### src/inc/enc_status_pkg.sv
// constants and carrier types of the encoder master status block
// assumes a byte-wide host register port decoded by the host interface
//
// Functional notes
// - late frame in auto acquisition skipped, skip flag driven low
// - any instruction register write lowers skip flag
// - skip flag is bit six of 0xf0
// - error pin low on any error; readback bit7
// - error pin wired-AND, external pulls seen
// - checksum result written to slave validity flag
// - checksum disabled: valid once data received
// - write to validity register clears its flags
// - validity bits 1,3,5,7 of 0xf1/0xf2
// - two banks of flags swap with data RAM
// - held swap sets bank switch failed bit
// - good register byte count in 0xf3[5:0]
// - count cleared on init or new control
// - idle bit after 14 frames with zero control
// - slave control bits sampled per channel, selected copy
// - control bit indications valid only without single bank
// - live data line levels at 0xf8 bits 0,2
// - pending swap done when hold released
// - frame due while held: skip swap, flag low
// - init restores frame skip flag, clears control finished
package enc_status_pkg;
   localparam logic [7:0] ADDR_ERROR_SUMMARY = 8'hf0;
   localparam logic [7:0] ADDR_VALID_LOW = 8'hf1;
   localparam logic [7:0] ADDR_VALID_HIGH = 8'hf2;
   localparam logic [7:0] ADDR_CTRL_COMM = 8'hf3;
   localparam logic [7:0] ADDR_INSTRUCTION = 8'hf4;
   localparam logic [7:0] ADDR_LINE_LEVEL = 8'hf8;
   localparam logic [7:0] ADDR_BANK_SWAP = 8'hfb;
   localparam int BIT_ERROR_PIN = 7;
   localparam int BIT_FRAME_SKIP = 6;
   localparam int BIT_IDLE_REACHED = 7;
   localparam int BIT_SEL_CTRL = 6;
   localparam int NUM_SLAVES = 8;
   localparam logic [3:0] IDLE_FRAME_COUNT = 4'he;
   localparam logic [5:0] GOOD_BYTES_RESET = 6'h00;
   localparam logic [7:0] VALID_RESET = 8'h00;

   typedef struct packed {
      logic frame_due;
      logic frame_busy;
      logic frame_end;
      logic master_ctrl_bit;
      logic [1:0] slave_ctrl_bit;
      logic [7:0] checksum_ok;
      logic [7:0] checksum_off;
      logic [7:0] slave_received;
   } frame_evt_t;

   typedef struct packed {
      logic init_start;
      logic ctrl_start;
      logic reg_error;
      logic reg_byte_ok;
   } ctrl_evt_t;
endpackage

### src/bank_flags.sv
// two banks of per-slave validity and slave control bits
// assumes swap and frame events are single-cycle pulses on the system clock
`timescale 1ns/1ps
`default_nettype none
module bank_flags (
   input wire logic i_clk,
   input wire logic i_rst_b,
   input wire logic i_swap,
   input wire logic i_frame_end,
   input wire logic [7:0] i_valid_set,
   input wire logic [2:0] i_ctrl_bits,
   input wire logic i_clear_low,
   input wire logic i_clear_high,
   output logic [7:0] o_valid,
   output logic [2:0] o_ctrl_bits
);
   logic [7:0] valid_reg [2];
   logic [2:0] ctrl_reg [2];
   logic read_bank_reg;
   logic write_bank;
   assign write_bank = ~read_bank_reg;
   assign o_valid = valid_reg[read_bank_reg];
   assign o_ctrl_bits = ctrl_reg[read_bank_reg];

   // ------------------------------------------------------------
   // bank storage
   // ------------------------------------------------------------
   always_ff @(posedge i_clk or negedge i_rst_b) begin
      if (!i_rst_b) begin
         read_bank_reg <= 1'b0;
         valid_reg[0] <= enc_status_pkg::VALID_RESET;
         valid_reg[1] <= enc_status_pkg::VALID_RESET;
         ctrl_reg[0] <= 3'h0;
         ctrl_reg[1] <= 3'h0;
      end else begin
         if (i_swap) begin
            read_bank_reg <= write_bank;
         end
         // host clear hits the visible bank; frame results land in
         // the hidden bank so a set is never lost to a clear
         if (i_clear_low) begin
            valid_reg[read_bank_reg][3:0] <= 4'h0;
         end
         if (i_clear_high) begin
            valid_reg[read_bank_reg][7:4] <= 4'h0;
         end
         if (i_frame_end) begin
            valid_reg[write_bank] <= i_valid_set;
            ctrl_reg[write_bank] <= i_ctrl_bits;
         end
      end
   end
endmodule // bank_flags
`default_nettype wire

### src/enc_status_regs.sv
// status and validity registers of the serial encoder master
// assumes frame and control events come from the sequencer on I_CLK_SYS
`timescale 1ns/1ps
`default_nettype none
module enc_status_regs (
   input wire logic I_CLK_SYS,
   input wire logic I_RST_B,
   input wire logic [7:0] I_ADDR,
   input wire logic I_WR,
   input wire logic [7:0] I_WDATA,
   output logic [7:0] O_RDATA,
   input wire enc_status_pkg::frame_evt_t I_FRAME,
   input wire enc_status_pkg::ctrl_evt_t I_CTRL,
   input wire logic I_AUTO_ACQUISITION,
   input wire logic I_HOLD_BANK_SWITCH,
   input wire logic I_CHANNEL_SELECT,
   input wire logic I_SINGLE_BANK_MODE,
   input wire logic [1:0] I_OTHER_ERR_N,
   input wire logic I_SLAVE_DATA_LINE,
   input wire logic I_SECOND_SLAVE_DATA_INPUT,
   input wire logic I_ERROR_PIN_N,
   output logic O_ERROR_PIN_N,
   output logic O_ERROR_PIN_N_OE,
   output logic O_BANK_SWAP,
   output logic O_CONTROL_COMM_FINISHED_CLR
);
   // ------------------------------------------------------------
   // pin synchronisers
   // ------------------------------------------------------------
   logic [2:0] pin_meta_reg;
   logic [2:0] pin_sync_reg;
   always_ff @(posedge I_CLK_SYS or negedge I_RST_B) begin
      if (!I_RST_B) begin
         pin_meta_reg <= 3'h7;
         pin_sync_reg <= 3'h7;
      end else begin
         pin_meta_reg <= {I_ERROR_PIN_N, I_SECOND_SLAVE_DATA_INPUT,
                          I_SLAVE_DATA_LINE};
         pin_sync_reg <= pin_meta_reg;
      end
   end
   logic error_pin_state;
   assign error_pin_state = pin_sync_reg[2];

   // ------------------------------------------------------------
   // decode
   // ------------------------------------------------------------
   wire instr_write = I_WR && (I_ADDR == enc_status_pkg::ADDR_INSTRUCTION);
   wire clear_low = I_WR && (I_ADDR == enc_status_pkg::ADDR_VALID_LOW);
   wire clear_high = I_WR && (I_ADDR == enc_status_pkg::ADDR_VALID_HIGH);

   // ------------------------------------------------------------
   // frame skip and bank swap
   // ------------------------------------------------------------
   logic frame_skip_flag_n_reg;
   logic swap_pending_reg;
   logic bank_switch_failed_reg;
   wire late_frame = I_AUTO_ACQUISITION && I_FRAME.frame_due
      && I_FRAME.frame_busy;
   wire held_frame = I_FRAME.frame_due && swap_pending_reg
      && I_HOLD_BANK_SWITCH;
   wire skip_event = late_frame || held_frame || instr_write;
   wire want_swap = I_FRAME.frame_end || swap_pending_reg;
   wire do_swap = want_swap && !I_HOLD_BANK_SWITCH;
   assign O_BANK_SWAP = do_swap;
   assign O_CONTROL_COMM_FINISHED_CLR = I_CTRL.init_start;

   always_ff @(posedge I_CLK_SYS or negedge I_RST_B) begin
      if (!I_RST_B) begin
         frame_skip_flag_n_reg <= 1'b1;
         swap_pending_reg <= 1'b0;
         bank_switch_failed_reg <= 1'b0;
      end else begin
         // set of the error wins over the init restore
         if (skip_event) begin
            frame_skip_flag_n_reg <= 1'b0;
         end else if (I_CTRL.init_start) begin
            frame_skip_flag_n_reg <= 1'b1;
         end
         if (held_frame) begin
            swap_pending_reg <= 1'b0;
         end else begin
            swap_pending_reg <= want_swap && I_HOLD_BANK_SWITCH;
         end
         if (I_FRAME.frame_end && I_HOLD_BANK_SWITCH) begin
            bank_switch_failed_reg <= 1'b1;
         end else if (do_swap) begin
            bank_switch_failed_reg <= 1'b0;
         end
      end
   end

   // ------------------------------------------------------------
   // banked validity and control bits
   // ------------------------------------------------------------
   logic [7:0] valid_next;
   logic [7:0] valid_view;
   logic [2:0] ctrl_view;
   logic sel_ctrl;
   assign sel_ctrl = I_CHANNEL_SELECT ? I_FRAME.slave_ctrl_bit[1]
      : I_FRAME.slave_ctrl_bit[0];
   // disabled checksum counts as good once reception completed
   assign valid_next = (I_FRAME.checksum_ok & ~I_FRAME.checksum_off)
      | (I_FRAME.checksum_off & I_FRAME.slave_received);

   bank_flags u_bank (
      .i_clk(I_CLK_SYS),
      .i_rst_b(I_RST_B),
      .i_swap(do_swap),
      .i_frame_end(I_FRAME.frame_end),
      .i_valid_set(valid_next),
      .i_ctrl_bits({sel_ctrl, I_FRAME.slave_ctrl_bit}),
      .i_clear_low(clear_low),
      .i_clear_high(clear_high),
      .o_valid(valid_view),
      .o_ctrl_bits(ctrl_view)
   );

   // ------------------------------------------------------------
   // control communication counters
   // ------------------------------------------------------------
   logic [5:0] good_reg_byte_count_reg;
   logic [3:0] idle_frames_reg;
   logic control_idle_reached;
   assign control_idle_reached =
      (idle_frames_reg == enc_status_pkg::IDLE_FRAME_COUNT);

   always_ff @(posedge I_CLK_SYS or negedge I_RST_B) begin
      if (!I_RST_B) begin
         good_reg_byte_count_reg <= enc_status_pkg::GOOD_BYTES_RESET;
         idle_frames_reg <= 4'h0;
      end else begin
         if (I_CTRL.init_start || I_CTRL.ctrl_start) begin
            good_reg_byte_count_reg <= enc_status_pkg::GOOD_BYTES_RESET;
         end else if (I_CTRL.reg_byte_ok && !I_CTRL.reg_error
                      && good_reg_byte_count_reg != 6'h3f) begin
            good_reg_byte_count_reg <= good_reg_byte_count_reg + 6'h01;
         end
         if (I_FRAME.frame_end) begin
            if (I_FRAME.master_ctrl_bit) begin
               idle_frames_reg <= 4'h0;
            end else if (!control_idle_reached) begin
               idle_frames_reg <= idle_frames_reg + 4'h1;
            end
         end
      end
   end

   // ------------------------------------------------------------
   // error pin and read mux
   // ------------------------------------------------------------
   logic any_error;
   assign any_error = !frame_skip_flag_n_reg || !(&I_OTHER_ERR_N);
   assign O_ERROR_PIN_N = 1'b0;
   assign O_ERROR_PIN_N_OE = any_error;

   // single bank mode leaves control bits undefined; shown as read
   logic [7:0] rdata_next;
   always_comb begin
      rdata_next = 8'h00;
      unique case (I_ADDR)
         enc_status_pkg::ADDR_ERROR_SUMMARY:
            rdata_next = {error_pin_state, frame_skip_flag_n_reg,
                          6'h00};
         enc_status_pkg::ADDR_VALID_LOW:
            rdata_next = {valid_view[3], 1'b0, valid_view[2], 1'b0,
                          valid_view[1], 1'b0, valid_view[0], 1'b0};
         enc_status_pkg::ADDR_VALID_HIGH:
            rdata_next = {valid_view[7], 1'b0, valid_view[6], 1'b0,
                          valid_view[5], 1'b0, valid_view[4],
                          1'b0};
         enc_status_pkg::ADDR_CTRL_COMM:
            rdata_next = {control_idle_reached, ctrl_view[2],
                          good_reg_byte_count_reg};
         enc_status_pkg::ADDR_LINE_LEVEL:
            rdata_next = {4'h0, ctrl_view[1], pin_sync_reg[1],
                          ctrl_view[0], pin_sync_reg[0]};
         enc_status_pkg::ADDR_BANK_SWAP:
            rdata_next = {7'h00, bank_switch_failed_reg};
         default: rdata_next = 8'h00;
      endcase
   end
   always_ff @(posedge I_CLK_SYS or negedge I_RST_B) begin
      if (!I_RST_B) begin
         O_RDATA <= 8'h00;
      end else begin
         O_RDATA <= rdata_next;
      end
   end

   // ------------------------------------------------------------
   // checks
   // ------------------------------------------------------------
   skip_on_instr_a: assert property (@(posedge I_CLK_SYS)
      disable iff (!I_RST_B) instr_write |=> !frame_skip_flag_n_reg)
      else $error("instruction write did not lower skip flag");
   skip_on_late_a: assert property (@(posedge I_CLK_SYS)
      disable iff (!I_RST_B) late_frame |=> !frame_skip_flag_n_reg)
      else $error("late frame not flagged");
   pin_drive_a: assert property (@(posedge I_CLK_SYS)
      disable iff (!I_RST_B) !frame_skip_flag_n_reg |-> O_ERROR_PIN_N_OE)
      else $error("error pin not pulled");
   fail_bit_a: assert property (@(posedge I_CLK_SYS)
      disable iff (!I_RST_B) (I_FRAME.frame_end && I_HOLD_BANK_SWITCH)
      |=> bank_switch_failed_reg)
      else $error("held swap not reported");
   pending_swap_a: assert property (@(posedge I_CLK_SYS)
      disable iff (!I_RST_B) (swap_pending_reg && !I_HOLD_BANK_SWITCH)
      |-> O_BANK_SWAP)
      else $error("pending swap not done");
   count_clear_a: assert property (@(posedge I_CLK_SYS)
      disable iff (!I_RST_B) I_CTRL.ctrl_start
      |=> good_reg_byte_count_reg == 6'h00)
      else $error("byte count not cleared");
   idle_bit_a: assert property (@(posedge I_CLK_SYS)
      disable iff (!I_RST_B) (I_FRAME.frame_end && I_FRAME.master_ctrl_bit)
      |=> !control_idle_reached)
      else $error("idle bit set after control frame");
   init_restore_a: assert property (@(posedge I_CLK_SYS)
      disable iff (!I_RST_B) (I_CTRL.init_start && !skip_event)
      |=> frame_skip_flag_n_reg)
      else $error("init did not restore skip flag");
endmodule // enc_status_regs
`default_nettype wire

### config.mk
export PLATFORM = sky130hd
export DESIGN_NAME = enc_status_regs
export DESIGN_NICKNAME = d
export VERILOG_FILES = /design/src/inc/enc_status_pkg.sv /design/src/bank_flags.sv /design/src/enc_status_regs.sv
export SDC_FILE = /design/constraint.sdc
export NUM_CORES = 1
export LEC_CHECK = 0
export ABC_AREA = 1
export BUFFER_PORTS_ARGS = -buffer_cell sky130_fd_sc_hd__buf_4
export CORE_AREA = 4 4 75 84
export CTS_CLUSTER_DIAMETER = 30
export DETAILED_ROUTE_END_ITERATION = 6
export DIE_AREA = 0 0 79 88
export PLACE_DENSITY_LB_ADDON = 0.1
export SLEW_MARGIN = 15
export SYNTH_ARGS = -nofsm -noshare
export SYNTH_HDL_FRONTEND = slang
export SYNTH_SLANG_ARGS = --single-unit
### constraint.sdc
create_clock -name I_CLK_SYS -period 1.6 [get_ports I_CLK_SYS]
set_input_delay 0.32 -clock I_CLK_SYS [delete_from_list [all_inputs] [get_ports I_CLK_SYS]]
set_output_delay 0.32 -clock I_CLK_SYS [all_outputs]
set_load 0.03 [all_outputs]
==> flow_results.xml, run 1 <==
<?xml version="1.0" encoding="UTF-8"?>
<metrics>
  <group name="outcome">
    <metric name="status" unit="">finished clean</metric>
  </group>
  <group name="cells_and_area">
    <metric name="sequential_cell_area" unit="um^2">1260</metric>
    <metric name="number_of_flip_flops_under_the_largest_register_name" unit="">16</metric>
    <metric name="area_growth_syn_to_layout" unit="%">28.2</metric>
    <metric name="share_of_layout_cells_above_drive_strength_1" unit="%">24.7</metric>
    <metric name="antenna_cells" unit="">0</metric>
    <metric name="count_of_filler_cells_inserted_in_the_layout" unit="">520</metric>
    <metric name="multiInputGateArea" unit="um^2">1090</metric>
    <metric name="nNetsFinal" unit="">469</metric>
    <metric name="final_core_utilization" unit="%">60.7</metric>
  </group>
  <group name="floorplanning">
    <metric name="die-area" unit="um^2">6950</metric>
    <metric name="rows" unit="">28</metric>
    <metric name="initial_util" unit="%">47.4</metric>
    <metric name="floorplan.die.width" unit="um">79</metric>
    <metric name="fp.coreArea" unit="um^2">5400</metric>
    <metric name="die_h" unit="um">88</metric>
    <metric name="ioPinCount" unit="">74</metric>
  </group>
  <group name="timing">
    <metric name="finClkSkew" unit="ps">7.51</metric>
    <metric name="minimum_clock_period_after_layout" unit="ps">1500</metric>
    <metric name="worst_slew_pin_slew" unit="ps">611</metric>
    <metric name="report.final.setup_viol" unit="">0</metric>
    <metric name="post-route-worst-setup-slack" unit="ps">98.4</metric>
    <metric name="layout_worst_path_cycle_share" unit="%">93.9</metric>
    <metric name="achievable-frequency" unit="GHz">0.666</metric>
    <metric name="timing.max_slew.rel_slack" unit="%">59.3</metric>
    <metric name="hold_ws" unit="ps">10.5</metric>
    <metric name="final-hold-violation-count" unit="">0</metric>
    <metric name="finalMaxSlewViolations" unit="">0</metric>
    <metric name="rsz_0062_raised_after_global_routing" unit="">false</metric>
    <metric name="totalNegativeSetupSlack" unit="ps">0</metric>
  </group>
  <group name="place">
    <metric name="numPortBuffers" unit="">63</metric>
    <metric name="place.detailed.hpwl" unit="um">4260</metric>
    <metric name="worst_setup_slack_after_placement" unit="ps">169</metric>
    <metric name="gpl.final_weighted_congestion" unit="">0.847</metric>
  </group>
  <group name="worst_setup_path">
    <metric name="r2r.worst_path.cells" unit="">6</metric>
    <metric name="critical_path.cell_chain" unit="">nor2_1, nor2_1, buf_4</metric>
    <metric name="worst_path_most_repeated_cell" unit="">sky130_fd_sc_hd__nor2_1</metric>
    <metric name="worst_r2r_startpoint" unit="">good_reg_byte_count_reg[1]</metric>
    <metric name="worst-setup-path-type" unit="">flip-flop to output pin</metric>
    <metric name="path_max_fanout" unit="">3</metric>
    <metric name="max_stage_delay" unit="ps">360</metric>
    <metric name="required" unit="ps">1280</metric>
    <metric name="crit_family" unit="">flip-flops</metric>
    <metric name="worstPathArrival" unit="ps">1180</metric>
    <metric name="critical-path-slowest-cell" unit="">sky130_fd_sc_hd__dfrtp_1</metric>
    <metric name="start_kind" unit="">flip-flop</metric>
    <metric name="r2r-end" unit="">good_reg_byte_count_reg[1]</metric>
    <metric name="crit_path_end_kind" unit="">output pin</metric>
    <metric name="path_buf_inv" unit="">1</metric>
    <metric name="reg_to_reg_setup_timing_slack" unit="ps">150</metric>
  </group>
  <group name="global_routing">
    <metric name="grt_start_max_net_pins" unit="">51</metric>
    <metric name="grt_overflow" unit="">0</metric>
    <metric name="grt_pass1_wl" unit="um">9860</metric>
    <metric name="grt_pass1_vias" unit="">2240</metric>
    <metric name="number_of_antenna_violations_at_the_first_check_in_global_routing" unit="">0</metric>
    <metric name="gr-usage-all-layers" unit="%">18.0</metric>
  </group>
  <group name="clock_tree">
    <metric name="holdBufCountCts" unit="">0</metric>
    <metric name="post_cts.repair.setup_buffers" unit="">0</metric>
    <metric name="cts-htree-levels" unit="">2</metric>
    <metric name="clock_insertion_delay_worst_skew" unit="ps">310</metric>
    <metric name="clk_transition_reported_paths" unit="ps">100</metric>
    <metric name="cts_tree" unit="">done</metric>
    <metric name="clkSinkCount" unit="">50</metric>
    <metric name="clock_tree.buffer_depth" unit="">2</metric>
    <metric name="postCtsResizedCells" unit="">0</metric>
    <metric name="numCtsBuffers" unit="">5</metric>
    <metric name="clock_tree.root_cell" unit="">sky130_fd_sc_hd__clkbuf_8</metric>
  </group>
  <group name="route">
    <metric name="number_of_vias_per_cell_after_detailed_routing" unit="">4.73</metric>
    <metric name="detail_route.wl_per_cell" unit="um">11.6</metric>
    <metric name="firstDrtPassIters" unit="">4</metric>
    <metric name="drt-total-wl" unit="um">5560</metric>
    <metric name="first_iter_violations" unit="">81</metric>
    <metric name="postRouteAntennaNets" unit="">0</metric>
    <metric name="drc" unit="">0</metric>
    <metric name="num_vias" unit="">2271</metric>
  </group>
  <group name="yosys">
    <metric name="postSynthAreaPerCell" unit="um^2">7.70</metric>
    <metric name="synth-edff-count" unit="">0</metric>
    <metric name="synth.distinct_cells" unit="">26</metric>
    <metric name="post_synth_main_area_contributors" unit="">sky130_fd_sc_hd__dfrtp_1, sky130_fd_sc_hd__nand2_1, sky130_fd_sc_hd__dfstp_2</metric>
    <metric name="synth_compound_gate_area_share" unit="%">6.75</metric>
    <metric name="ys_ff_latch" unit="">50</metric>
    <metric name="syn_nets" unit="">397</metric>
    <metric name="main_combinational_cell_family_by_area_after_synthesis" unit="">simple AND/OR/NAND/NOR gates</metric>
    <metric name="synth_most_common_cell" unit="">sky130_fd_sc_hd__nand2_1</metric>
    <metric name="async_reset_ff_share" unit="%">100</metric>
    <metric name="yosys_most_used_dff" unit="">sky130_fd_sc_hd__dfrtp_1</metric>
    <metric name="yosys-top-cells-count" unit="">sky130_fd_sc_hd__nand2_1, sky130_fd_sc_hd__dfrtp_1, sky130_fd_sc_hd__inv_1, sky130_fd_sc_hd__nand3_1, sky130_fd_sc_hd__nor2_1</metric>
    <metric name="post_synth_xor_area_fraction" unit="%">1.71</metric>
    <metric name="syn_area" unit="um^2">2560</metric>
    <metric name="synth.yosys.seq_area_share" unit="%">49.3</metric>
    <metric name="yosysTopAreaCellShare" unit="%">42.1</metric>
    <metric name="synthSimpleGateAreaFrac" unit="%">30.7</metric>
    <metric name="netlist.top_cell.by_area" unit="">sky130_fd_sc_hd__dfrtp_1</metric>
    <metric name="synth.mux.area_fraction" unit="%">1.76</metric>
    <metric name="post_synthesis_share_of_cell_area_spent_on_full_adders_half_adders_and_majority_gates" unit="%">1.47</metric>
    <metric name="synth_cells" unit="">332</metric>
    <metric name="ys_warn_count" unit="">0</metric>
  </group>
  <group name="run">
    <metric name="max_cap_viols" unit="">0</metric>
  </group>
  <group name="power_and_ir_drop">
    <metric name="cellPowerDensity" unit="nW/um^2">1170</metric>
    <metric name="vdd.ir_drop.worst" unit="mV">0.735</metric>
    <metric name="totalPowerFinal" unit="uW">3820</metric>
    <metric name="total_leakage_power" unit="uW">0.00172</metric>
  </group>
  <group name="worst_hold_path">
    <metric name="class_of_the_tightest_hold_or_removal_check" unit="">input pin to asynchronous set/reset pin</metric>
  </group>
</metrics>
-- routing by layer --
metal,wire (um),GRT usage [%]
met3,332,3.09
met1,2480,22.4
met2,2670,31.4
met4,75,6.56
met5,0,0
-- report_power, final --
part	switching [uW]	leakage [uW]	internal [uW]
Combinational	690	0.00105	492
Sequential	156	0.000625	1590
Clock	435	0.0000504	465
-- placed cells by master, fill, tap and decap left out --
cell type                    count
sky130_fd_sc_hd__a21boi_0        1
sky130_fd_sc_hd__mux2_2          4
sky130_fd_sc_hd__o21ai_2         1
sky130_fd_sc_hd__o21ai_1        10
sky130_fd_sc_hd__o211ai_1        2
sky130_fd_sc_hd__nor3_1          2
sky130_fd_sc_hd__o21ai_0        15
sky130_fd_sc_hd__nor2_4          1
sky130_fd_sc_hd__ha_1            3
sky130_fd_sc_hd__clkinvlp_4      2
sky130_fd_sc_hd__nand4_1        11
sky130_fd_sc_hd__or2_1           2
sky130_fd_sc_hd__xor2_1          5
sky130_fd_sc_hd__a21oi_1         2
sky130_fd_sc_hd__buf_4          71
sky130_fd_sc_hd__clkinv_1        1
sky130_fd_sc_hd__a31oi_1         1
sky130_fd_sc_hd__inv_2           3
sky130_fd_sc_hd__clkbuf_8        5
sky130_fd_sc_hd__conb_1          1
sky130_fd_sc_hd__nand2_1       106
sky130_fd_sc_hd__bufinv_16       1
sky130_fd_sc_hd__nand3_1        30
sky130_fd_sc_hd__nor2_1         29
sky130_fd_sc_hd__dfstp_2         7
sky130_fd_sc_hd__nor2_2          4
sky130_fd_sc_hd__inv_1          41
sky130_fd_sc_hd__buf_12          1
sky130_fd_sc_hd__dfrtp_1        43
-- per-stage QoR --
step	cells	instance area [um^2]
3_3_place_gp	472	3160
3_5_place_dp	472	3160
4_1_cts	480	3280
2_1_floorplan	332	2560
6_report	480	3280
5_1_grt	480	3280
-- area by class of cell --
class / instances / area share [%]
Timing Repair Buffer: 72 / 16.9
Clock buffer: 5 / 2.10
Inverter: 45 / 5.15
Tap cell: 75 / 2.86
Sequential cell: 50 / 38.4
Clock inverter: 3 / 1.37
Multi-Input combinational cell: 230 / 33.2
-- worst max-delay path by stage --
stage / from / cells past startpoint / to
after floorplan: good_reg_byte_count_reg[0] / 7 / good_reg_byte_count_reg[0]
after global placement: good_reg_byte_count_reg[1] / 7 / good_reg_byte_count_reg[5]
after detailed placement: good_reg_byte_count_reg[1] / 6 / good_reg_byte_count_reg[1]
after CTS: swap_pending_reg / 3 / O_BANK_SWAP
after global routing: good_reg_byte_count_reg[1] / 7 / good_reg_byte_count_reg[0]
final: swap_pending_reg / 3 / O_BANK_SWAP
-- kinds of logic after synthesis --
kind of cell / Yosys count
buffers and inverters: 52
DFF: 50
adders and majority gates: 3
muxes: 4
other: 1
AOI/OAI and AO/OA: 32
and+or+nand+nor: 185
xor gates and xnor gates: 5
No activity file was read; power rests on OpenSTA's default activity.
==> inputs of run 2 (changes only) <==
--- a/config.mk
+++ b/config.mk
@@ -7,10 +7,10 @@
 export LEC_CHECK = 0
 export ABC_AREA = 1
 export BUFFER_PORTS_ARGS = -buffer_cell sky130_fd_sc_hd__buf_4
-export CORE_AREA = 4 4 75 84
+export CORE_AREA = 4 4 65 97
 export CTS_CLUSTER_DIAMETER = 30
 export DETAILED_ROUTE_END_ITERATION = 6
-export DIE_AREA = 0 0 79 88
+export DIE_AREA = 0 0 69 101
 export PLACE_DENSITY_LB_ADDON = 0.1
 export SLEW_MARGIN = 15
 export SYNTH_ARGS = -nofsm -noshare
==> run 2 against run 1 <==
Compared with the run above: critical path depth is the same; final cell count decreased by 1.0%; design area shrank 0.19%; flip-flop and latch count unchanged; count of clock-buffer cells in the layout did not move; routed wire length up 0.70%; utilization down 0.73 points; maximum frequency increased by 1.9%; sequential share of layout area up 0.073 points; critical endpoint unchanged; highest routed layer unchanged; global-route usage fell by 1.2 points; clock skew shrank 4.6 ps.
==> flow_results.xml, run 2 (synthesized netlist as in run 1, its figures left out) <==
<?xml version="1.0" encoding="UTF-8"?>
<metrics>
  <group name="timing">
    <metric name="finClkSkew" unit="ps">2.90</metric>
    <metric name="achievable-frequency" unit="GHz">0.679</metric>
    <metric name="report.final.setup_viol" unit="">0</metric>
    <metric name="finalMaxSlewViolations" unit="">0</metric>
    <metric name="totalNegativeSetupSlack" unit="ps">0</metric>
    <metric name="rsz_0062_raised_after_global_routing" unit="">false</metric>
    <metric name="hold_ws" unit="ps">21.0</metric>
    <metric name="layout_worst_path_cycle_share" unit="%">92.1</metric>
    <metric name="final-hold-violation-count" unit="">0</metric>
    <metric name="timing.max_slew.rel_slack" unit="%">59.1</metric>
    <metric name="worst_slew_pin_slew" unit="ps">613</metric>
    <metric name="minimum_clock_period_after_layout" unit="ps">1470</metric>
  </group>
  <group name="outcome">
    <metric name="status" unit="">finished clean</metric>
  </group>
  <group name="power_and_ir_drop">
    <metric name="power_report.internal_total" unit="uW">2550</metric>
    <metric name="pwr-share-clk" unit="%">23.1</metric>
    <metric name="total_leakage_power" unit="uW">0.00172</metric>
    <metric name="share_seq_of_total_power" unit="%">46.1</metric>
    <metric name="totalPowerFinal" unit="uW">3810</metric>
    <metric name="p_sw" unit="uW">1260</metric>
    <metric name="cellPowerDensity" unit="nW/um^2">1170</metric>
    <metric name="power.combinational.fraction" unit="%">30.8</metric>
    <metric name="swShare" unit="%">33.1</metric>
    <metric name="vdd.ir_drop.worst" unit="mV">0.641</metric>
  </group>
  <group name="cells_and_area">
    <metric name="count_of_filler_cells_inserted_in_the_layout" unit="">536</metric>
    <metric name="post-route-cell-area" unit="um^2">3270</metric>
    <metric name="final_core_utilization" unit="%">60.0</metric>
    <metric name="number_of_flip_flops_under_the_largest_register_name" unit="">16</metric>
    <metric name="share_of_layout_cells_above_drive_strength_1" unit="%">24.7</metric>
    <metric name="antenna_cells" unit="">0</metric>
    <metric name="nNetsFinal" unit="">469</metric>
    <metric name="area_growth_syn_to_layout" unit="%">27.9</metric>
    <metric name="most_common_cell_after_layout_fill_and_taps_aside" unit="">sky130_fd_sc_hd__nand2_1</metric>
    <metric name="layout.cells.most_common_list" unit="">sky130_fd_sc_hd__nand2_1, sky130_fd_sc_hd__buf_4, sky130_fd_sc_hd__dfrtp_1</metric>
  </group>
  <group name="route">
    <metric name="drc" unit="">0</metric>
    <metric name="first_iter_violations" unit="">117</metric>
    <metric name="drt-total-wl" unit="um">5600</metric>
    <metric name="number_of_vias_per_cell_after_detailed_routing" unit="">4.70</metric>
    <metric name="num_vias" unit="">2231</metric>
    <metric name="postRouteAntennaNets" unit="">0</metric>
    <metric name="detail_route.wl_per_cell" unit="um">11.8</metric>
    <metric name="firstDrtPassIters" unit="">4</metric>
  </group>
  <group name="clock_tree">
    <metric name="cts-htree-levels" unit="">2</metric>
    <metric name="clk_transition_reported_paths" unit="ps">90</metric>
    <metric name="postCtsResizedCells" unit="">0</metric>
    <metric name="clock_tree.root_cell" unit="">sky130_fd_sc_hd__clkbuf_8</metric>
    <metric name="holdBufCountCts" unit="">0</metric>
    <metric name="post_cts.repair.setup_buffers" unit="">0</metric>
    <metric name="clock_tree.buffer_depth" unit="">2</metric>
    <metric name="cts_tree" unit="">done</metric>
    <metric name="clkSinkCount" unit="">50</metric>
    <metric name="numCtsBuffers" unit="">5</metric>
    <metric name="clock_insertion_delay_worst_skew" unit="ps">300</metric>
  </group>
  <group name="worst_setup_path">
    <metric name="start_kind" unit="">flip-flop</metric>
    <metric name="path_max_fanout" unit="">3</metric>
    <metric name="worst-setup-path-type" unit="">flip-flop to output pin</metric>
    <metric name="critPathLaunch" unit="">swap_pending_reg</metric>
    <metric name="critPathCapture" unit="">O_BANK_SWAP</metric>
    <metric name="required" unit="ps">1280</metric>
    <metric name="worst_r2r_startpoint" unit="">good_reg_byte_count_reg[1]</metric>
    <metric name="r2r.worst_path.cells" unit="">7</metric>
    <metric name="reg_to_reg_setup_timing_slack" unit="ps">200</metric>
    <metric name="worstPathArrival" unit="ps">1150</metric>
    <metric name="r2r-end" unit="">good_reg_byte_count_reg[0]</metric>
    <metric name="crit_path_end_kind" unit="">output pin</metric>
  </group>
  <group name="place">
    <metric name="dpl-instance-area" unit="um^2">3160</metric>
    <metric name="place.detailed.hpwl" unit="um">4380</metric>
    <metric name="gpl.final_weighted_congestion" unit="">0.846</metric>
    <metric name="numPortBuffers" unit="">63</metric>
  </group>
  <group name="worst_hold_path">
    <metric name="class_of_the_tightest_hold_or_removal_check" unit="">input pin to asynchronous set/reset pin</metric>
  </group>
  <group name="floorplanning">
    <metric name="die-area" unit="um^2">6970</metric>
    <metric name="rows" unit="">33</metric>
    <metric name="ioPinCount" unit="">74</metric>
    <metric name="fp.coreArea" unit="um^2">5450</metric>
    <metric name="die_h" unit="um">101</metric>
    <metric name="initial_util" unit="%">46.9</metric>
    <metric name="floorplan.die.width" unit="um">69</metric>
  </group>
  <group name="run">
    <metric name="max_cap_viols" unit="">0</metric>
  </group>
  <group name="global_routing">
    <metric name="grt_pass1_vias" unit="">2105</metric>
    <metric name="gr-usage-all-layers" unit="%">16.7</metric>
    <metric name="grt_overflow" unit="">0</metric>
    <metric name="grt_start_max_net_pins" unit="">51</metric>
    <metric name="number_of_antenna_violations_at_the_first_check_in_global_routing" unit="">0</metric>
    <metric name="grt_pass1_wl" unit="um">9490</metric>
  </group>
</metrics>
-- run 2: cell counts in the layout (fill, tap and decap cells not counted) --
No cell type changed its count.
-- run 2: worst min path at each step --
stage                    startpoint                  to  slack, ps
CTS                         I_RST_B  idle_frames_reg[2]         50
global route                I_RST_B  idle_frames_reg[0]         70
detailed placement  pin_meta_reg[1]     pin_sync_reg[1]        350
global placement    pin_meta_reg[1]     pin_sync_reg[1]        350
finish                      I_RST_B  idle_frames_reg[2]         20
floorplan                   I_RST_B          O_RDATA[0]         20
-- run 2: layout make-up --
class	instances	area, um^2	area share, %
repair buffers	72	553	16.9
clock buffers	5	68.8	2.10
well taps	70	87.6	2.68
clock inverters	3	45.0	1.38
flip-flops and latches	50	1260	38.5
multi-input cells	230	1090	33.2
inverters	45	169	5.16
-- run 2: power groups by stage --
| stage | logic [uW] | clock network, uW | registers, uW |
|---|---|---|---|
| floorplan | 801 | 0 | 1740 |
| global placement | 1170 | 0 | 1770 |
| detailed placement | 1190 | 0 | 1780 |
| CTS | 1200 | 908 | 1750 |
| global route | 1370 | 956 | 1790 |
| finish | 1170 | 882 | 1760 |
-- run 2: layer usage --
layer	track usage [%]	wire [um]	part of all wire [%]
met1	19.4	2310	41
met2	30.9	2920	52
met3	3.69	309	5.5
met4	4.66	54	0.96
met5	0	0	0
-- run 2: through the flow --
| stage | setup WS (ps) | std cells |
|---|---|---|
| floorplan | 287 | 332 |
| global placement | 217 | 467 |
| finish | 127 | 475 |
| detailed placement | 212 | 467 |
| global route | 5.46 | 475 |
| CTS | 86.7 | 475 |
-- run 2: worst max-delay path, stage by stage, from the launching register on --
cell,delay [ps]
sky130_fd_sc_hd__dfrtp_1,350
sky130_fd_sc_hd__nor2_1,50
sky130_fd_sc_hd__nor2_1,230
sky130_fd_sc_hd__buf_4,220
==> inputs of run 3 (changes only) <==
--- a/config.mk
+++ b/config.mk
@@ -6,13 +6,15 @@
 export NUM_CORES = 1
 export LEC_CHECK = 0
 export ABC_AREA = 1
+export ABC_CLOCK_PERIOD_IN_PS = 1600
 export BUFFER_PORTS_ARGS = -buffer_cell sky130_fd_sc_hd__buf_4
-export CORE_AREA = 4 4 65 97
+export CORE_AREA = 4 4 66 98
 export CTS_CLUSTER_DIAMETER = 30
 export DETAILED_ROUTE_END_ITERATION = 6
-export DIE_AREA = 0 0 69 101
+export DIE_AREA = 0 0 70 102
 export PLACE_DENSITY_LB_ADDON = 0.1
 export SLEW_MARGIN = 15
 export SYNTH_ARGS = -nofsm -noshare
 export SYNTH_HDL_FRONTEND = slang
+export SYNTH_HIERARCHICAL = 1
 export SYNTH_SLANG_ARGS = --single-unit
==> run 3 against run 2 <==
Compared with the run above: register-to-register slack improved by 60 ps; sequential share of layout area rose by 0.13 points; routed wire length rose by 1.3%; critical path depth did not move; via count fell by 0.85%; final cell count fell by 5.9%; critical path type unchanged; highest routed layer unchanged.
==> flow_results.xml, run 3 <==
<?xml version="1.0" encoding="UTF-8"?>
<metrics>
  <group name="yosys">
    <metric name="ys_warn_count" unit="">6</metric>
    <metric name="synth_most_common_cell" unit="">sky130_fd_sc_hd__nand2_1</metric>
    <metric name="ys_ff_latch" unit="">50</metric>
    <metric name="yosys_most_used_dff" unit="">sky130_fd_sc_hd__dfrtp_1</metric>
    <metric name="postSynthAreaPerCell" unit="um^2">8.52</metric>
    <metric name="synth-edff-count" unit="">0</metric>
    <metric name="synth.distinct_cells" unit="">32</metric>
    <metric name="yosys-top-cells-count" unit="">sky130_fd_sc_hd__nand2_1, sky130_fd_sc_hd__nand3_1, sky130_fd_sc_hd__dfrtp_1, sky130_fd_sc_hd__inv_1, sky130_fd_sc_hd__nor2_1</metric>
    <metric name="async_reset_ff_share" unit="%">100</metric>
    <metric name="synth.yosys.seq_area_share" unit="%">48.0</metric>
    <metric name="yosysTopAreaCellShare" unit="%">41.0</metric>
    <metric name="syn_area" unit="um^2">2620</metric>
    <metric name="syn_nets" unit="">373</metric>
    <metric name="synth_cells" unit="">308</metric>
    <metric name="post_synth_main_area_contributors" unit="">sky130_fd_sc_hd__dfrtp_1, sky130_fd_sc_hd__nand2_1, sky130_fd_sc_hd__nand3_1</metric>
    <metric name="netlist.top_cell.by_area" unit="">sky130_fd_sc_hd__dfrtp_1</metric>
  </group>
  <group name="timing">
    <metric name="achievable-frequency" unit="GHz">0.664</metric>
    <metric name="totalNegativeSetupSlack" unit="ps">0</metric>
    <metric name="report.final.setup_viol" unit="">0</metric>
    <metric name="worst_slew_pin_slew" unit="ps">622</metric>
    <metric name="final-hold-violation-count" unit="">0</metric>
    <metric name="finalMaxSlewViolations" unit="">0</metric>
    <metric name="layout_worst_path_cycle_share" unit="%">94.1</metric>
    <metric name="timing.max_slew.rel_slack" unit="%">58.5</metric>
    <metric name="minimum_clock_period_after_layout" unit="ps">1510</metric>
    <metric name="rsz_0062_raised_after_global_routing" unit="">false</metric>
    <metric name="finClkSkew" unit="ps">6.43</metric>
  </group>
  <group name="worst_setup_path">
    <metric name="path_buf_inv" unit="">1</metric>
    <metric name="worstPathArrival" unit="ps">1190</metric>
    <metric name="crit_family" unit="">flip-flops</metric>
    <metric name="critical-path-slowest-cell" unit="">sky130_fd_sc_hd__dfrtp_1</metric>
    <metric name="path_max_fanout" unit="">3</metric>
    <metric name="required" unit="ps">1280</metric>
    <metric name="max_stage_delay" unit="ps">360</metric>
    <metric name="critical_path.cell_chain" unit="">nor2_1, nor2_1, buf_4</metric>
    <metric name="start_kind" unit="">flip-flop</metric>
    <metric name="crit_path_end_kind" unit="">output pin</metric>
    <metric name="worst-setup-path-type" unit="">flip-flop to output pin</metric>
    <metric name="worst_path_most_repeated_cell" unit="">sky130_fd_sc_hd__nor2_1</metric>
  </group>
  <group name="global_routing">
    <metric name="grt_overflow" unit="">0</metric>
    <metric name="gr-usage-all-layers" unit="%">16.9</metric>
    <metric name="number_of_antenna_violations_at_the_first_check_in_global_routing" unit="">0</metric>
    <metric name="grt_start_max_net_pins" unit="">51</metric>
    <metric name="grt_pass1_vias" unit="">2117</metric>
    <metric name="grt_pass1_wl" unit="um">9700</metric>
  </group>
  <group name="cells_and_area">
    <metric name="area_growth_syn_to_layout" unit="%">24.2</metric>
    <metric name="share_of_layout_cells_above_drive_strength_1" unit="%">30.7</metric>
    <metric name="antenna_cells" unit="">0</metric>
    <metric name="final_cell_count_no_fill" unit="">447</metric>
    <metric name="post-route-cell-area" unit="um^2">3260</metric>
    <metric name="number_of_flip_flops_under_the_largest_register_name" unit="">16</metric>
    <metric name="most_common_cell_after_layout_fill_and_taps_aside" unit="">sky130_fd_sc_hd__nand2_1</metric>
    <metric name="final_core_utilization" unit="%">57.2</metric>
    <metric name="layout.cells.most_common_list" unit="">sky130_fd_sc_hd__nand2_1, sky130_fd_sc_hd__buf_4, sky130_fd_sc_hd__nand3_1</metric>
    <metric name="nNetsFinal" unit="">439</metric>
  </group>
  <group name="clock_tree">
    <metric name="clk_transition_reported_paths" unit="ps">80</metric>
    <metric name="clkSinkCount" unit="">50</metric>
    <metric name="clock_tree.buffer_depth" unit="">2</metric>
    <metric name="numCtsBuffers" unit="">5</metric>
    <metric name="holdBufCountCts" unit="">0</metric>
    <metric name="clock_tree.root_cell" unit="">sky130_fd_sc_hd__clkbuf_8</metric>
    <metric name="clock_insertion_delay_worst_skew" unit="ps">300</metric>
    <metric name="cts-htree-levels" unit="">2</metric>
    <metric name="post_cts.repair.setup_buffers" unit="">0</metric>
    <metric name="cts_tree" unit="">done</metric>
    <metric name="postCtsResizedCells" unit="">0</metric>
  </group>
  <group name="floorplanning">
    <metric name="initial_util" unit="%">46.0</metric>
    <metric name="floorplan.die.width" unit="um">70</metric>
    <metric name="die-area" unit="um^2">7140</metric>
    <metric name="fp.coreArea" unit="um^2">5700</metric>
    <metric name="die_h" unit="um">102</metric>
    <metric name="rows" unit="">34</metric>
    <metric name="ioPinCount" unit="">74</metric>
  </group>
  <group name="power_and_ir_drop">
    <metric name="totalPowerFinal" unit="uW">3720</metric>
    <metric name="total_leakage_power" unit="uW">0.00169</metric>
    <metric name="cellPowerDensity" unit="nW/um^2">1140</metric>
    <metric name="vdd.ir_drop.worst" unit="mV">0.723</metric>
  </group>
  <group name="route">
    <metric name="drt-total-wl" unit="um">5670</metric>
    <metric name="number_of_vias_per_cell_after_detailed_routing" unit="">4.95</metric>
    <metric name="drc" unit="">0</metric>
    <metric name="first_iter_violations" unit="">85</metric>
    <metric name="postRouteAntennaNets" unit="">0</metric>
    <metric name="firstDrtPassIters" unit="">4</metric>
    <metric name="num_vias" unit="">2212</metric>
    <metric name="detail_route.wl_per_cell" unit="um">12.7</metric>
  </group>
  <group name="place">
    <metric name="placed_cells" unit="">439</metric>
    <metric name="place.detailed.hpwl" unit="um">4380</metric>
    <metric name="gpl.final_weighted_congestion" unit="">0.802</metric>
    <metric name="numPortBuffers" unit="">63</metric>
    <metric name="dpl-instance-area" unit="um^2">3150</metric>
  </group>
  <group name="worst_hold_path">
    <metric name="class_of_the_tightest_hold_or_removal_check" unit="">input pin to asynchronous set/reset pin</metric>
  </group>
  <group name="run">
    <metric name="max_cap_viols" unit="">0</metric>
  </group>
  <group name="outcome">
    <metric name="status" unit="">finished clean</metric>
  </group>
</metrics>
==> run 3: changes by cell type in the layout (fill, tap and decap cells not counted), sizes merged, moves of 2 or more <==
| cell | before | now |
|---|---|---|
| o21ai | 26 | 11 |
| inv | 44 | 21 |
| xor2 | 5 | 3 |
| nand2 | 106 | 113 |
| clkinvlp | 2 | 0 |
| buf | 72 | 68 |
| nand4 | 11 | 8 |
| o21bai | 0 | 2 |
| mux2 | 4 | 9 |
| nor2 | 34 | 22 |
| nand3 | 30 | 48 |
==> run 3: final cells by class <==
| type | instances | area, um^2 |
|---|---|---|
| Fill cell | 565 | 2440 |
| Sequential cell | 50 | 1260 |
| Multi-Input combinational cell | 227 | 1180 |
| Timing Repair Buffer | 68 | 510 |
| Inverter | 22 | 111 |
| Tap cell | 72 | 90.1 |
| Clock buffer | 5 | 68.8 |
| Clock inverter | 3 | 40.0 |
==> run 3: report_power, final <==
part	internal [uW]	switching, uW	total (uW)
combinational	432	627	1060
sequential	1580	222	1810
clock	460	398	858
==> run 3: final timing paths <==
check	startpoint	to	slack [ps]	cells after the start
max	swap_pending_reg	O_BANK_SWAP	90	3
min	I_RST_B	idle_frames_reg[2]	30	1
max reg2reg	good_reg_byte_count_reg[1]	good_reg_byte_count_reg[0]	260	7
min reg2reg	pin_meta_reg[0]	pin_sync_reg[0]	350	0
max in group asynchronous	I_RST_B	u_bank/valid_reg[8]	1150	1
min in group I_CLK_SYS	I_SECOND_SLAVE_DATA_INPUT	pin_meta_reg[1]	130	1
==> run 3: cells by family after synthesis <==
group | count (synthesis) | share of synthesized area, %
simple gates | 194 | 34.1
flops | 50 | 48.0
buf+inv | 31 | 7.06
compound gates | 17 | 4.39
mux | 9 | 3.86
fa+ha+maj | 3 | 1.43
xor+xnor | 3 | 1.00
other cells | 1 | 0.143
==> run 3: metal layers <==
metal  global-route usage, %  share of wire [%]  wire (um)
met5                       0                  0          0
met4                    5.31                1.7         95
met3                    4.04                5.6        315
met2                    30.2                 52       2970
met1                    20.0                 40       2290
==> run 3: stage by stage <==
step / hold WS (ps) / setup slack [ps]
after global routing: 76.2 / 40.2
after floorplan: 24.4 / 338
after global placement: 346 / 231
final: 33.8 / 94.1
after CTS: 56.5 / 90.3
after detailed placement: 347 / 245
==> run 3: worst register-to-register path, cell delays in order (launching register included) <==
cell and delay, ps:
sky130_fd_sc_hd__dfrtp_1 430, sky130_fd_sc_hd__ha_1 240, sky130_fd_sc_hd__nand3_2 120, sky130_fd_sc_hd__nor2_4 50
sky130_fd_sc_hd__nor2_4 230, sky130_fd_sc_hd__nor2_8 70, sky130_fd_sc_hd__nand2_1 60, sky130_fd_sc_hd__nand2_1 50
